===== src/core/codec_regs_pkg.sv =====
// package: register map, field positions and reset values of the codec control slice
// assumes: a 4-bit register index and 16-bit register words from the frame decoder
`default_nettype none
package codec_regs_pkg;
   // *****************************************************
   // register indices
   // *****************************************************
   localparam int          ADDR_W      = 4;
   localparam int          DATA_W      = 16;
   localparam logic [3:0]  ADDR_INT    = 4'h4;
   localparam logic [3:0]  ADDR_TEL_A  = 4'h5;
   localparam logic [3:0]  ADDR_TEL_B  = 4'h6;
   localparam logic [3:0]  ADDR_AUD_A  = 4'h7;
   localparam logic [3:0]  ADDR_AUD_B  = 4'h8;
   localparam logic [3:0]  ADDR_PANEL  = 4'h9;
   // *****************************************************
   // field positions
   // *****************************************************
   localparam int          TCLIP_IRQ_BIT = 14;
   localparam int          ACLIP_IRQ_BIT = 15;
   localparam int          DIV_LSB       = 0;
   localparam int          DIV_MSB       = 6;
   localparam int          TELECOM_LOOPBACK_BIT  = 7;
   localparam int          TEL_VOICE_BIT = 3;
   localparam int          TEL_CLIP_BIT  = 4;
   localparam int          TELECOM_INPUT_ATTENUATE_BIT   = 6;
   localparam int          TEL_SIDE_BIT  = 11;
   localparam int          MUTE_BIT      = 13;
   localparam int          IN_ON_BIT     = 14;
   localparam int          OUT_ON_BIT    = 15;
   localparam int          GAIN_LSB      = 7;
   localparam int          GAIN_MSB      = 11;
   localparam int          ATT_LSB       = 0;
   localparam int          ATT_MSB       = 4;
   localparam int          AUD_CLIP_BIT  = 6;
   localparam int          AUDIO_LOOPBACK_BIT  = 8;
   localparam int          POW_LSB       = 0;
   localparam int          POW_MSB       = 3;
   localparam int          XM_GND_BIT    = 4;
   // *****************************************************
   // writable bits and reset values
   // *****************************************************
   localparam logic [15:0] TEL_A_MASK  = 16'h00ff;
   localparam logic [15:0] TEL_B_MASK  = 16'he848;
   localparam logic [15:0] AUD_A_MASK  = 16'h0fff;
   localparam logic [15:0] AUD_B_MASK  = 16'he11f;
   localparam logic [15:0] PANEL_MASK  = 16'h001f;
   localparam logic [15:0] TEL_A_RST   = 16'h0010;
   localparam logic [15:0] AUD_A_RST   = 16'h0006;
   localparam logic [15:0] ZERO_WORD   = 16'h0000;
endpackage : codec_regs_pkg
`default_nettype wire


===== src/core/codec_touch_control_regs.sv =====
// control and status registers for the telecom codec, audio codec and panel drive
// assumes: the serial frame decoder delivers one-cycle read/write strobes on clock_in;
// clip inputs come from the analog side and are asynchronous
//
// Summary of operation
// rising write of bit 14 clears telecom interrupt
// rising write of bit 15 clears audio interrupt
// status read: telecom bit 14, audio bit 15
// telecom divisor bits 0-6, resets to 16
// telecom B bit 3 enables voice-band filter
// telecom clip status reads, sticky until cleared
// rising write of bit 4 clears telecom clip
// telecom B bit 6 enables 6 dB attenuation
// telecom B bit 11 enables sidetone suppression
// telecom B bit 13 mutes telecom output
// bits 14/15 activate telecom input/output paths
// audio divisor bits 0-6, resets to 6
// audio A bits 7-11 set input gain
// audio B bits 0-4 set output attenuation
// audio clip status reads, sticky until cleared
// rising write of bit 6 clears audio clip
// audio B bit 8 enables audio loopback
// audio B bit 13 mutes audio output
// bits 14/15 activate audio input/output paths
// panel bits 0-3 power the four electrodes
// panel bit 4 grounds x-minus electrode
// enabled clip edges set interrupt status
// clears need a written 0-to-1 change
// undefined bits read zero, ignore writes
`default_nettype none
module codec_touch_control_regs
   import codec_regs_pkg::*;
(
   input  wire logic              clock_in,
   input  wire logic              arst_n_in,
   input  wire logic              reg_write_in,
   input  wire logic              reg_read_in,
   input  wire logic [ADDR_W-1:0] reg_addr_in,
   input  wire logic [DATA_W-1:0] reg_wdata_in,
   output logic      [DATA_W-1:0] reg_rdata_out,
   output logic                   reg_rvalid_out,
   input  wire logic              telecom_clip_in,
   input  wire logic              audio_clip_in,
   input  wire logic              telecom_clip_rise_enable_in,
   input  wire logic              telecom_clip_fall_enable_in,
   input  wire logic              audio_clip_rise_enable_in,
   input  wire logic              audio_clip_fall_enable_in,
   output logic                   telecom_clip_irq_status_out,
   output logic                   audio_clip_irq_status_out,
   output logic      [6:0]        telecom_rate_divisor_out,
   output logic                   telecom_loopback_out,
   output logic                   telecom_voiceband_filter_on_out,
   output logic                   telecom_input_attenuate_out,
   output logic                   sidetone_suppress_on_out,
   output logic                   telecom_output_silence_out,
   output logic                   telecom_input_path_on_out,
   output logic                   telecom_output_path_on_out,
   output logic      [6:0]        audio_rate_divisor_out,
   output logic      [4:0]        audio_input_gain_out,
   output logic      [4:0]        audio_output_attenuation_out,
   output logic                   audio_loopback_out,
   output logic                   audio_output_silence_out,
   output logic                   audio_input_path_on_out,
   output logic                   audio_output_path_on_out,
   output logic      [3:0]        panel_power_out,
   output logic                   panel_x_minus_ground_out
);
   // *****************************************************
   // reset release
   // *****************************************************
   logic       rst_meta;
   logic       rst_n;

   always_ff @(posedge clock_in or negedge arst_n_in)
   begin
      if (!arst_n_in)
      begin
         rst_meta <= 1'b0;
         rst_n    <= 1'b0;
      end
      else
      begin
         rst_meta <= 1'b1;
         rst_n    <= rst_meta;
      end
   end

   // *****************************************************
   // write decode
   // *****************************************************
   function automatic logic hit(input logic we, input logic [ADDR_W-1:0] a, input logic [ADDR_W-1:0] r);
      hit = we && (a == r);
   endfunction : hit

   wire wr_int   = hit(reg_write_in, reg_addr_in, ADDR_INT);
   wire wr_tel_a = hit(reg_write_in, reg_addr_in, ADDR_TEL_A);
   wire wr_tel_b = hit(reg_write_in, reg_addr_in, ADDR_TEL_B);
   wire wr_aud_a = hit(reg_write_in, reg_addr_in, ADDR_AUD_A);
   wire wr_aud_b = hit(reg_write_in, reg_addr_in, ADDR_AUD_B);
   wire wr_panel = hit(reg_write_in, reg_addr_in, ADDR_PANEL);

   logic [DATA_W-1:0] tel_a;
   logic [DATA_W-1:0] tel_b;
   logic [DATA_W-1:0] aud_a;
   logic [DATA_W-1:0] aud_b;
   logic [DATA_W-1:0] panel;

   // only defined bits are stored, so undefined ones read back zero
   always_ff @(posedge clock_in or negedge rst_n)
   begin
      if (!rst_n)
      begin
         tel_a <= TEL_A_RST;
         tel_b <= ZERO_WORD;
         aud_a <= AUD_A_RST;
         aud_b <= ZERO_WORD;
         panel <= ZERO_WORD;
      end
      else
      begin
         if (wr_tel_a) tel_a <= reg_wdata_in & TEL_A_MASK;
         if (wr_tel_b) tel_b <= reg_wdata_in & TEL_B_MASK;
         if (wr_aud_a) aud_a <= reg_wdata_in & AUD_A_MASK;
         if (wr_aud_b) aud_b <= reg_wdata_in & AUD_B_MASK;
         if (wr_panel) panel <= reg_wdata_in & PANEL_MASK;
      end
   end

   // *****************************************************
   // clip channels: index 0 telecom, 1 audio
   // *****************************************************
   logic [1:0] clip_meta;
   logic [1:0] clip_sync;
   logic [1:0] clip_prev;
   logic [1:0] irq_status;
   logic [1:0] irq_last;
   logic [1:0] det_status;
   logic [1:0] det_last;
   logic [1:0] irq_set;
   logic [1:0] irq_clr;
   logic [1:0] det_clr;
   logic [1:0] irq_wbit;
   logic [1:0] det_wbit;
   logic [1:0] det_wr;

   wire [1:0] clip_raw = {audio_clip_in, telecom_clip_in};
   wire [1:0] rise_en  = {audio_clip_rise_enable_in, telecom_clip_rise_enable_in};
   wire [1:0] fall_en  = {audio_clip_fall_enable_in, telecom_clip_fall_enable_in};

   assign irq_wbit = {reg_wdata_in[ACLIP_IRQ_BIT], reg_wdata_in[TCLIP_IRQ_BIT]};
   assign det_wbit = {reg_wdata_in[AUD_CLIP_BIT], reg_wdata_in[TEL_CLIP_BIT]};
   assign det_wr   = {wr_aud_b, wr_tel_b};

   genvar g;
   generate
      for (g = 0; g < 2; g++)
      begin : g_chan
         assign irq_set[g] = (clip_sync[g] & ~clip_prev[g] & rise_en[g])
                           | (~clip_sync[g] & clip_prev[g] & fall_en[g]);
         assign irq_clr[g] = wr_int & irq_wbit[g] & ~irq_last[g];
         assign det_clr[g] = det_wr[g] & det_wbit[g] & ~det_last[g];
      end
   endgenerate

   // an event landing on the clear cycle wins, so no clip is lost
   always_ff @(posedge clock_in or negedge rst_n)
   begin
      if (!rst_n)
      begin
         clip_meta  <= 2'h0;
         clip_sync  <= 2'h0;
         clip_prev  <= 2'h0;
         irq_status <= 2'h0;
         irq_last   <= 2'h0;
         det_status <= 2'h0;
         det_last   <= 2'h0;
      end
      else
      begin
         clip_meta  <= clip_raw;
         clip_sync  <= clip_meta;
         clip_prev  <= clip_sync;
         irq_status <= irq_set | (irq_status & ~irq_clr);
         det_status <= clip_sync | (det_status & ~det_clr);
         if (wr_int) irq_last <= irq_wbit;
         for (int i = 0; i < 2; i++)
         begin
            if (det_wr[i]) det_last[i] <= det_wbit[i];
         end
      end
   end

   // *****************************************************
   // read path
   // *****************************************************
   logic [DATA_W-1:0] int_word;
   logic [DATA_W-1:0] tel_b_word;
   logic [DATA_W-1:0] aud_b_word;
   logic [DATA_W-1:0] read_word;

   always_comb
   begin
      int_word                   = ZERO_WORD;
      int_word[TCLIP_IRQ_BIT]    = irq_status[0];
      int_word[ACLIP_IRQ_BIT]    = irq_status[1];
      tel_b_word                 = tel_b;
      tel_b_word[TEL_CLIP_BIT]   = det_status[0];
      aud_b_word                 = aud_b;
      aud_b_word[AUD_CLIP_BIT]   = det_status[1];
   end

   assign read_word = (reg_addr_in == ADDR_INT)   ? int_word   :
                      (reg_addr_in == ADDR_TEL_A) ? tel_a      :
                      (reg_addr_in == ADDR_TEL_B) ? tel_b_word :
                      (reg_addr_in == ADDR_AUD_A) ? aud_a      :
                      (reg_addr_in == ADDR_AUD_B) ? aud_b_word :
                      (reg_addr_in == ADDR_PANEL) ? panel      : ZERO_WORD;

   // read data is held until the next read so the frame encoder may take it late
   always_ff @(posedge clock_in or negedge rst_n)
   begin
      if (!rst_n)
      begin
         reg_rdata_out  <= ZERO_WORD;
         reg_rvalid_out <= 1'b0;
      end
      else
      begin
         reg_rvalid_out <= reg_read_in;
         if (reg_read_in) reg_rdata_out <= read_word;
      end
   end

   // *****************************************************
   // control outputs
   // *****************************************************
   assign telecom_clip_irq_status_out     = irq_status[0];
   assign audio_clip_irq_status_out       = irq_status[1];
   assign telecom_rate_divisor_out        = tel_a[DIV_MSB:DIV_LSB];
   assign telecom_loopback_out            = tel_a[TELECOM_LOOPBACK_BIT];
   assign telecom_voiceband_filter_on_out = tel_b[TEL_VOICE_BIT];
   assign telecom_input_attenuate_out     = tel_b[TELECOM_INPUT_ATTENUATE_BIT];
   assign sidetone_suppress_on_out        = tel_b[TEL_SIDE_BIT];
   assign telecom_output_silence_out      = tel_b[MUTE_BIT];
   assign telecom_input_path_on_out       = tel_b[IN_ON_BIT];
   assign telecom_output_path_on_out      = tel_b[OUT_ON_BIT];
   assign audio_rate_divisor_out          = aud_a[DIV_MSB:DIV_LSB];
   assign audio_input_gain_out            = aud_a[GAIN_MSB:GAIN_LSB];
   assign audio_output_attenuation_out    = aud_b[ATT_MSB:ATT_LSB];
   assign audio_loopback_out              = aud_b[AUDIO_LOOPBACK_BIT];
   assign audio_output_silence_out        = aud_b[MUTE_BIT];
   assign audio_input_path_on_out         = aud_b[IN_ON_BIT];
   assign audio_output_path_on_out        = aud_b[OUT_ON_BIT];
   assign panel_power_out                 = panel[POW_MSB:POW_LSB];
   assign panel_x_minus_ground_out        = panel[XM_GND_BIT];
endmodule : codec_touch_control_regs
`default_nettype wire


===== config.mk =====
export PLATFORM = sky130hd
export DESIGN_NAME = codec_touch_control_regs
export DESIGN_NICKNAME = d
export VERILOG_FILES = /design/src/core/codec_regs_pkg.sv /design/src/core/codec_touch_control_regs.sv
export SDC_FILE = /design/constraint.sdc
export NUM_CORES = 1
export LEC_CHECK = 0
export BUFFER_PORTS_ARGS = -buffer_cell sky130_fd_sc_hd__buf_2
export CORE_MARGIN = 2
export CORE_UTILIZATION = 47
export DETAILED_ROUTE_END_ITERATION = 8
export PLACE_DENSITY = 0.87
export SLEW_MARGIN = 20
export SYNTH_ARGS = -nofsm -noshare
export SYNTH_HDL_FRONTEND = slang
export SYNTH_SLANG_ARGS = --single-unit
export TNS_END_PERCENT = 100

===== constraint.sdc =====
create_clock -name clock_in -period 2 [get_ports clock_in]
set_input_delay 0.1 -clock clock_in [delete_from_list [all_inputs] [get_ports clock_in]]
set_output_delay 0.1 -clock clock_in [all_outputs]
set_load 0.05 [all_outputs]

Word-level counts from Yosys, hierarchy flattened
Index checks and enable logic that the tools add are counted.
{"block": "word_totals", "ff_bits": 73, "output_inout_bits": 59, "word_cells": 67}
{"block": "op_classes", "n_eq_ne": 6, "n_mux": 6, "n_bitwise": 32, "n_reduce_logical": 6}
{"operator": "two-way mux 16 bit", "n": 5}
{"operator": "AND 1 bit", "n": 16}
{"operator": "equality test 4 x 3 -> 1 bit (second input constant)", "n": 4}
{"operator": "equality test 4 bit (second input constant)", "n": 2}
{"operator": "NOT 1 bit", "n": 8}
{"operator": "logical AND 1 bit", "n": 6}
{"operator": "two-way mux 5 bit", "n": 1}
{"operator": "AND 2 bit", "n": 2}
{"operator": "NOT 2 bit", "n": 2}
{"operator": "OR 2 bit", "n": 2}
{"operator": "OR 1 bit", "n": 2}

Logic depth before layout (Yosys ltp)
Gate-level depths: netlist of run 1.
{"block": "logic_depth", "depth_word": 7, "depth_mapped": 6, "mapped_depth_nobuf": 3}

Worst setup path before layout of run 1
Ideal clock, no wire load.
{"block": "synth_path", "path_type": "reg-to-reg", "startpoint": "register aud_b[4]", "endpoint": "register reg_rdata_out[4]", "arrival_ns": 1.424, "path_slack_ns": 0.450, "stages_incl_launch_ff": 4, "period_less_slack_ns": 1.550, "path_cell_list": "dfrtp_1 > mux2_4 > a22o_1 > a221o_1"}
{"block": "synth_via", "elab_chain_cells": 5}
{"element": "from (decl)", "line": "codec_touch_control_regs.sv:105", "rtl": "logic [DATA_W-1:0] aud_b;"}
{"element": "from (signal assigned)", "line": "codec_touch_control_regs.sv:124", "rtl": "if (wr_aud_b) aud_b <= reg_wdata_in & AUD_B_MASK;"}
{"element": "two-way mux 16 bit", "line": "codec_touch_control_regs.sv:216", "rtl": "(reg_addr_in == ADDR_AUD_B) ? aud_b_word :"}
{"element": "two-way mux 16 bit", "line": "codec_touch_control_regs.sv:215", "rtl": "(reg_addr_in == ADDR_AUD_A) ? aud_a :"}
{"element": "two-way mux 16 bit", "line": "codec_touch_control_regs.sv:214", "rtl": "(reg_addr_in == ADDR_TEL_B) ? tel_b_word :"}
{"element": "two-way mux 16 bit", "line": "codec_touch_control_regs.sv:213", "rtl": "(reg_addr_in == ADDR_TEL_A) ? tel_a :"}
{"element": "two-way mux 16 bit", "line": "codec_touch_control_regs.sv:212", "rtl": "assign read_word = (reg_addr_in == ADDR_INT) ? int_word :"}
{"element": "to (signal assigned)", "line": "codec_touch_control_regs.sv:230", "rtl": "if (reg_read_in) reg_rdata_out <= read_word;"}
{"element": "to (decl)", "line": "codec_touch_control_regs.sv:40", "rtl": "output logic [DATA_W-1:0] reg_rdata_out,"}
Every way passes these cells.
A chain may end at the register's enable or synchronous reset.

Worst setup path after layout of run 1
Ends and elaborated chain as after synthesis.

==> results.json, run 1 <==
{
  "status": "completed",
  "crit_arrival_ns": 1.58,
  "drtIter0Drc": 103,
  "slew_violations": 0,
  "synth-seq-cells": 72,
  "nFillCells": 541,
  "ios": 89,
  "hp-start": "reg_wdata_in[1]",
  "layout.nets": 371,
  "slew_headroom_pct": 62.51,
  "wl_per_cell_um": 17.45,
  "holdWs_ns": 0.007435,
  "setup_viol": 0,
  "synth_edf_count": 0,
  "cts_tree": "yes",
  "pwr_density_cell_nw_per_um2": 1153,
  "clk_latency_ns": 0.36,
  "area_delta_synth_final_pct": 25.77,
  "drt-total-wl_mm": 7.433,
  "die_y_um": 86.64,
  "rsz0062_at_grt": "no",
  "drc_errors": 0,
  "power.total_mw": 4.654,
  "grt_max_degree": 39,
  "yosysWarnings": 0,
  "firstDrtPassIters": 4,
  "post-route-min-period_ns": 1.336,
  "seq_power_share_pct": 40.5,
  "seqCellArea_um2": 1807,
  "htreeDepth": 3,
  "tightest_slew_ns": 0.5623,
  "maxCapViolCount": 0,
  "layout_common_cells": "86 x buf_2, 68 x dfrtp_1, 48 x mux2_2, 13 x o21ai_0, 12 x inv_1",
  "hold_class": "in2reg",
  "die_x_um": 86.64,
  "finalClockSkew_ns": 0.01169,
  "synthesis.instances": 242,
  "clk_pin_slew_ns": 0.08,
  "criticalPathCategory": "reg2reg",
  "worstPathMaxFanout": 3,
  "die-area_um2": 7506,
  "grtUsageMet3_pct": 4.571,
  "grt-ovfl-total": 0,
  "ir_worst_vdd_mv": 0.6005,
  "synth_area_um2": 3209,
  "start_util_pct": 48.03,
  "antenna_found_initial": 0,
  "startpoint_type": "register",
  "cp.required_ns": 2.24,
  "pre_cts_ws_ns": 0.3987,
  "fin_crit_sh_pct": 66.80,
  "gp_congestion": 0.8086,
  "place_hpwl_mm": 5.203,
  "power.share.clock_pct": 28.0,
  "dominantRegCellSynth": "dfrtp_1",
  "min_delay_path_depth": 2,
  "synthSimpleGateAreaFrac_pct": 12.63,
  "placed_area_um2": 3717,
  "tns_ns": 0,
  "synth_cell_type_count": 45,
  "multiInputGateArea_um2": 1266,
  "grtUsageMet2_pct": 35.45,
  "p_sw_mw": 1.792,
  "numCtsBuffers": 9,
  "gr-usage-met1_pct": 26.80,
  "swShare_pct": 38.50,
  "async_flop_share_pct": 100.0,
  "p_leak_nw": 1.903,
  "cts-root-buf": "clkbuf_8",
  "reg2reg_from": "aud_b[4]$_DFFE_PN0N_",
  "fin_ws_ns": 0.6639,
  "placedCellCount": 401,
  "synth_xor_xnor_area_share_pct": 0,
  "synth-seq-area-share_pct": 56.26,
  "hold_viol_final": 0,
  "cp-end-kind": "register",
  "top_usage_layer": "met2",
  "first_global_vias": 2477,
  "n_antenna_cell": 0,
  "final_common_cell": "buf_2",
  "synth_top_family_by_area": "multiplexers",
  "synth-compound-area-share_pct": 9.279,
  "avgSynthCellArea_um2": 13.26,
  "fin_area_um2": 4036,
  "drive_above_1_share_pct": 50.00,
  "numPortBuffers": 86,
  "grt_use_total_pct": 21.61,
  "intPower_mw": 2.862,
  "core_um2": 6681,
  "synthAdderAreaFrac_pct": 0,
  "fmax_mhz": 748.5,
  "vias": 2349,
  "cts_setup_buffers": 0,
  "reg2reg_depth": 3,
  "regToRegSetupSlack_ns": 0.66,
  "final_cells": 426,
  "synth.mux.area_fraction_pct": 17.31,
  "comb_power_share_pct": 31.5,
  "syn_nets": 272,
  "timing.rr.end": "reg_rdata_out[4]$_DFFE_PN0P_",
  "rows": 30,
  "postLayoutCoreUtil_pct": 60.41,
  "antenna_left": 0,
  "via_per_inst": 5.514,
  "clockBufferDepth": 2,
  "grt_pass1_wl_mm": 12.12,
  "holdPathEnd": "aud_b[1]$_DFFE_PN0N_",
  "cts_sinks": 72
}
## sequential cells by signal, summed over array words and instances, names as in the netlist, 2 cells and up
| signal | flops |
|---|---|
| irq_last | 2 |
| det_status | 2 |
| aud_b | 9 |
| tel_b | 6 |
| panel | 5 |
| aud_a | 12 |
| tel_a | 8 |
| reg_rdata_out | 15 |
| det_last | 2 |
| clip_meta | 2 |
| clip_prev | 2 |
| clip_sync | 2 |
| irq_status | 2 |
## worst max-delay path by stage
| stage | from | to | slack, ns | cells past startpoint |
|---|---|---|---|---|
| CTS | aud_b[4]$_DFFE_PN0N_ | reg_rdata_out[4]$_DFFE_PN0P_ | 0.66 | 3 |
| finish | aud_b[4]$_DFFE_PN0N_ | reg_rdata_out[4]$_DFFE_PN0P_ | 0.66 | 3 |
| detailed placement | reg_addr_in[0] | aud_b[14]$_DFFE_PN0N_ | 0.40 | 4 |
| global placement | reg_addr_in[0] | aud_b[1]$_DFFE_PN0N_ | 0.43 | 4 |
| global route | aud_b[4]$_DFFE_PN0N_ | reg_rdata_out[4]$_DFFE_PN0P_ | 0.62 | 3 |
| floorplan | aud_b[4]$_DFFE_PN0N_ | reg_rdata_out[4]$_DFFE_PN0P_ | 0.45 | 3 |
## power groups by stage
stage                     combinational [mW]  clock (mW)  sequential (mW)
after floorplan                        0.344           0             2.65
after global routing                    1.54        1.40             1.92
after detailed placement                1.46           0             1.91
after global placement                  1.44           0             1.89
after CTS                               1.48        1.33             1.88
final                                   1.47        1.30             1.88
## worst max-delay path: stages, from the launching register on
cell	delay, ns
dfrtp_1	0.39
mux2_4	0.27
a22o_1	0.23
a221o_1	0.33
## Yosys cell counts, types with 3 or more instances
cell type  count  area [um2]
a22oi_1        6       45.04
and4b_1        3       30.03
buf_2          5       25.02
buf_4          4       30.03
clkbuf_1       3       11.26
dfrtp_1       69        1727
dfstp_2        3       78.83
inv_1         12       45.04
mux2_2        48       540.5
nand2_1        5       18.77
nand2b_1       5       31.28
nand3_1        3       15.01
nand4_1        4       25.02
nor2b_1        8       50.05
nor4bb_1       3       30.03
o211ai_1       3       22.52
o21ai_0       13       65.06
o221ai_1       3       26.28
o41ai_1        4       35.03
## cell families (layout without fill, tap and decap cells)
group,after synthesis,count (layout)
compound gates,42,42
buf+inv,27,131
flops,72,72
mux,49,49
other cells,2,2
simple gates,50,50
## what timing repair did
item / CTS / global route
resized for setup: 0 / 0
hold buffers: 9 / 0
hold endpoints to repair: 14 / 0
## layout make-up
type / count / area share (%)
clock buffer: 10 / 3.410
sequential: 72 / 44.76
timing repair buffer: 102 / 14.51
tap: 80 / 2.480
inverter: 13 / 1.209
multi-input combinational: 143 / 31.37
clock inverter: 6 / 2.263
## layer usage
metal / vias up / share of wire [%]
li1: 1084 / -
met1: 1172 / 42
met2: 76 / 50
met3: 17 / 5.5
met4: 0 / 2.5
met5: - / 0
Power figures use the tool's default switching activity.
==> run 2, diff against run 1 <==
CORE_UTILIZATION = 50   (was 47)
PLACE_DENSITY = 0.88   (was 0.87)
clock period = 1.25 ns   (was 2 ns; I/O delays follow)
==> run 2 against run 1 <==
The flow now finishes with violations (setup timing). Hold slack better by 0.014 ns. Design area is 7.8% higher. Final cell count up 7.7%. Power rose by 58%. Sequential share of layout area decreased by 3.0 points. Maximum frequency is 2.7% higher. Combinational power increased by 73%. Clock skew fell by 0.0052 ns. Sequential power rose by 60%. First-iteration DRC count rose by 36%. Critical path type unchanged. Critical endpoint unchanged. Largest power group unchanged. Highest routed layer unchanged.
==> results.json, run 2 (synthesis gave the netlist of run 1 again) <==
{
  "fmax_mhz": 769.0,
  "drc_errors": 0,
  "area_delta_synth_final_pct": 35.59,
  "critPathBufInv": 0,
  "regToRegSetupSlack_ns": -0.05,
  "gp_congestion": 0.8767,
  "cts_setup_buffers": 0,
  "wl_per_cell_um": 16.79,
  "path_cells": "mux2_4 -> a22o_1 -> a221o_1",
  "grt-ovfl-total": 0,
  "clk_pin_slew_ns": 0.07,
  "cp-end-kind": "register",
  "grt_max_degree": 37,
  "reg2reg_depth": 3,
  "cts_sinks": 72,
  "n_antenna_cell": 0,
  "violations": "setup timing",
  "rsz0062_at_grt": "yes",
  "cts-root-buf": "clkbuf_8",
  "postLayoutCoreUtil_pct": 69.32,
  "fin_ws_ns": -0.05035,
  "max_stage_delay_ns": 0.40,
  "crit_arrival_ns": 1.53,
  "numPortBuffers": 86,
  "place_hpwl_mm": 5.671,
  "p_leak_nw": 2.076,
  "cts_tree": "yes",
  "crit_slowest_cell": "dfrtp_2",
  "slew_violations": 0,
  "die_y_um": 84.12,
  "grt_use_total_pct": 22.80,
  "start_util_pct": 51.13,
  "htreeDepth": 3,
  "ios": 89,
  "ir_worst_vdd_mv": 1.136,
  "final_common_cell": "buf_2",
  "drt-total-wl_mm": 7.708,
  "antenna_left": 0,
  "numCtsBuffers": 9,
  "firstDrtPassIters": 4,
  "worstPathMaxFanout": 2,
  "cp.required_ns": 1.47,
  "hold_viol_final": 0,
  "fin_area_um2": 4352,
  "die-area_um2": 7075,
  "clockBufferDepth": 2,
  "pwr_density_cell_nw_per_um2": 1690,
  "setup_viol": 2,
  "power.total_mw": 7.356,
  "hold_class": "in2async",
  "reg_top3": "reg_rdata_out x15, aud_a x12, aud_b x9",
  "pre_cts_ws_ns": -0.1035,
  "largest_register": "reg_rdata_out",
  "nFillCells": 461,
  "vias": 2492,
  "rows": 29,
  "criticalPathCategory": "reg2reg",
  "placed_area_um2": 3955,
  "drtIter0Drc": 140,
  "layout_common_cells": "84 x buf_2, 61 x dfrtp_1, 47 x mux2_2, 30 x buf_4, 19 x dlygate4sd3_1",
  "status": "finished, violations left",
  "timing.rr.end": "reg_rdata_out[4]$_DFFE_PN0P_",
  "drive_above_1_share_pct": 53.66,
  "layout.nets": 407,
  "core_um2": 6277,
  "via_per_inst": 5.429,
  "antenna_found_initial": 0,
  "crit_family": "compound AO/OA/AOI/OAI gates",
  "maxCapViolCount": 0,
  "die_x_um": 84.12,
  "startpoint_type": "register",
  "largest_reg_flops": 15,
  "clk_latency_ns": 0.34,
  "grt_pass1_wl_mm": 12.44,
  "tns_ns": -0.06849,
  "fin_crit_sh_pct": 104.0,
  "finalClockSkew_ns": 0.006460,
  "reg2reg_from": "aud_b[4]$_DFFE_PN0N_",
  "post-route-min-period_ns": 1.300,
  "first_global_vias": 2550
}
## run 2: cell count changes in the layout (fill, tap and decap cells not counted), sizes merged
cell,previous run,this run
clkinv,0,3
bufinv,2,1
inv,14,13
dlygate4sd3,9,19
clkbuf,10,12
clkinvlp,3,1
buf,93,118
## run 2: how the worst max path moves through the flow
stage / slack, ns / end / start / depth (start not counted)
finish: -0.05 / reg_rdata_out[4]$_DFFE_PN0P_ / aud_b[4]$_DFFE_PN0N_ / 3
global route: -0.08 / reg_rdata_out[4]$_DFFE_PN0P_ / aud_b[4]$_DFFE_PN0N_ / 3
CTS: -0.05 / reg_rdata_out[4]$_DFFE_PN0P_ / aud_b[4]$_DFFE_PN0N_ / 3
detailed placement: -0.10 / det_status[1]$_DFF_PN0_ / reg_addr_in[0] / 5
global placement: -0.07 / aud_b[8]$_DFFE_PN0N_ / reg_addr_in[0] / 4
floorplan: -0.19 / reg_rdata_out[4]$_DFFE_PN0P_ / aud_b[4]$_DFFE_PN0N_ / 3
## run 2: layout make-up
class                      instances  area, um2  area share, %
clock buffer                      11      141.4          3.249
inverter                          13      48.80          1.121
clock inverter                     5      56.30          1.294
timing repair buffer             138      923.4          21.22
tap                               77      96.34          2.214
multi-input combinational        143       1270          29.18
sequential                        72       1815          41.72
## run 2: timing repair
item / CTS / global route
gates resized for setup: 1 / 2
endpoints found under the hold margin: 34 / 0
pin swaps: 2 / 0
hold buffers: 19 / 0
setup endpoints to repair: 3 / 3
## run 2: stage by stage
step | cells | hold slack [ns]
detailed placement | 424 | -0.1477
finish | 459 | 0.02099
global placement | 424 | -0.1494
floorplan | 242 | -0.2331
global route | 459 | 0.01601
CTS | 459 | 0.001071
## run 2: where the power goes
part,leakage [nW],internal [mW],switching [mW]
Combinational,1.11,0.798,1.75
Sequential,0.871,2.74,0.262
Clock,0.0993,0.973,0.839
Total,2.08,4.51,2.85
## run 2: layer usage
layer  part of all wire, %  vias up  wire length (um)  track usage (%)
met5                     0        -                 0                0
met4                   1.9        0               150            10.41
met3                   6.7       13               520            5.836
met2                    50       89              3833            35.93
met1                    42     1242              3203            29.82
li1                      -     1148                 -                -
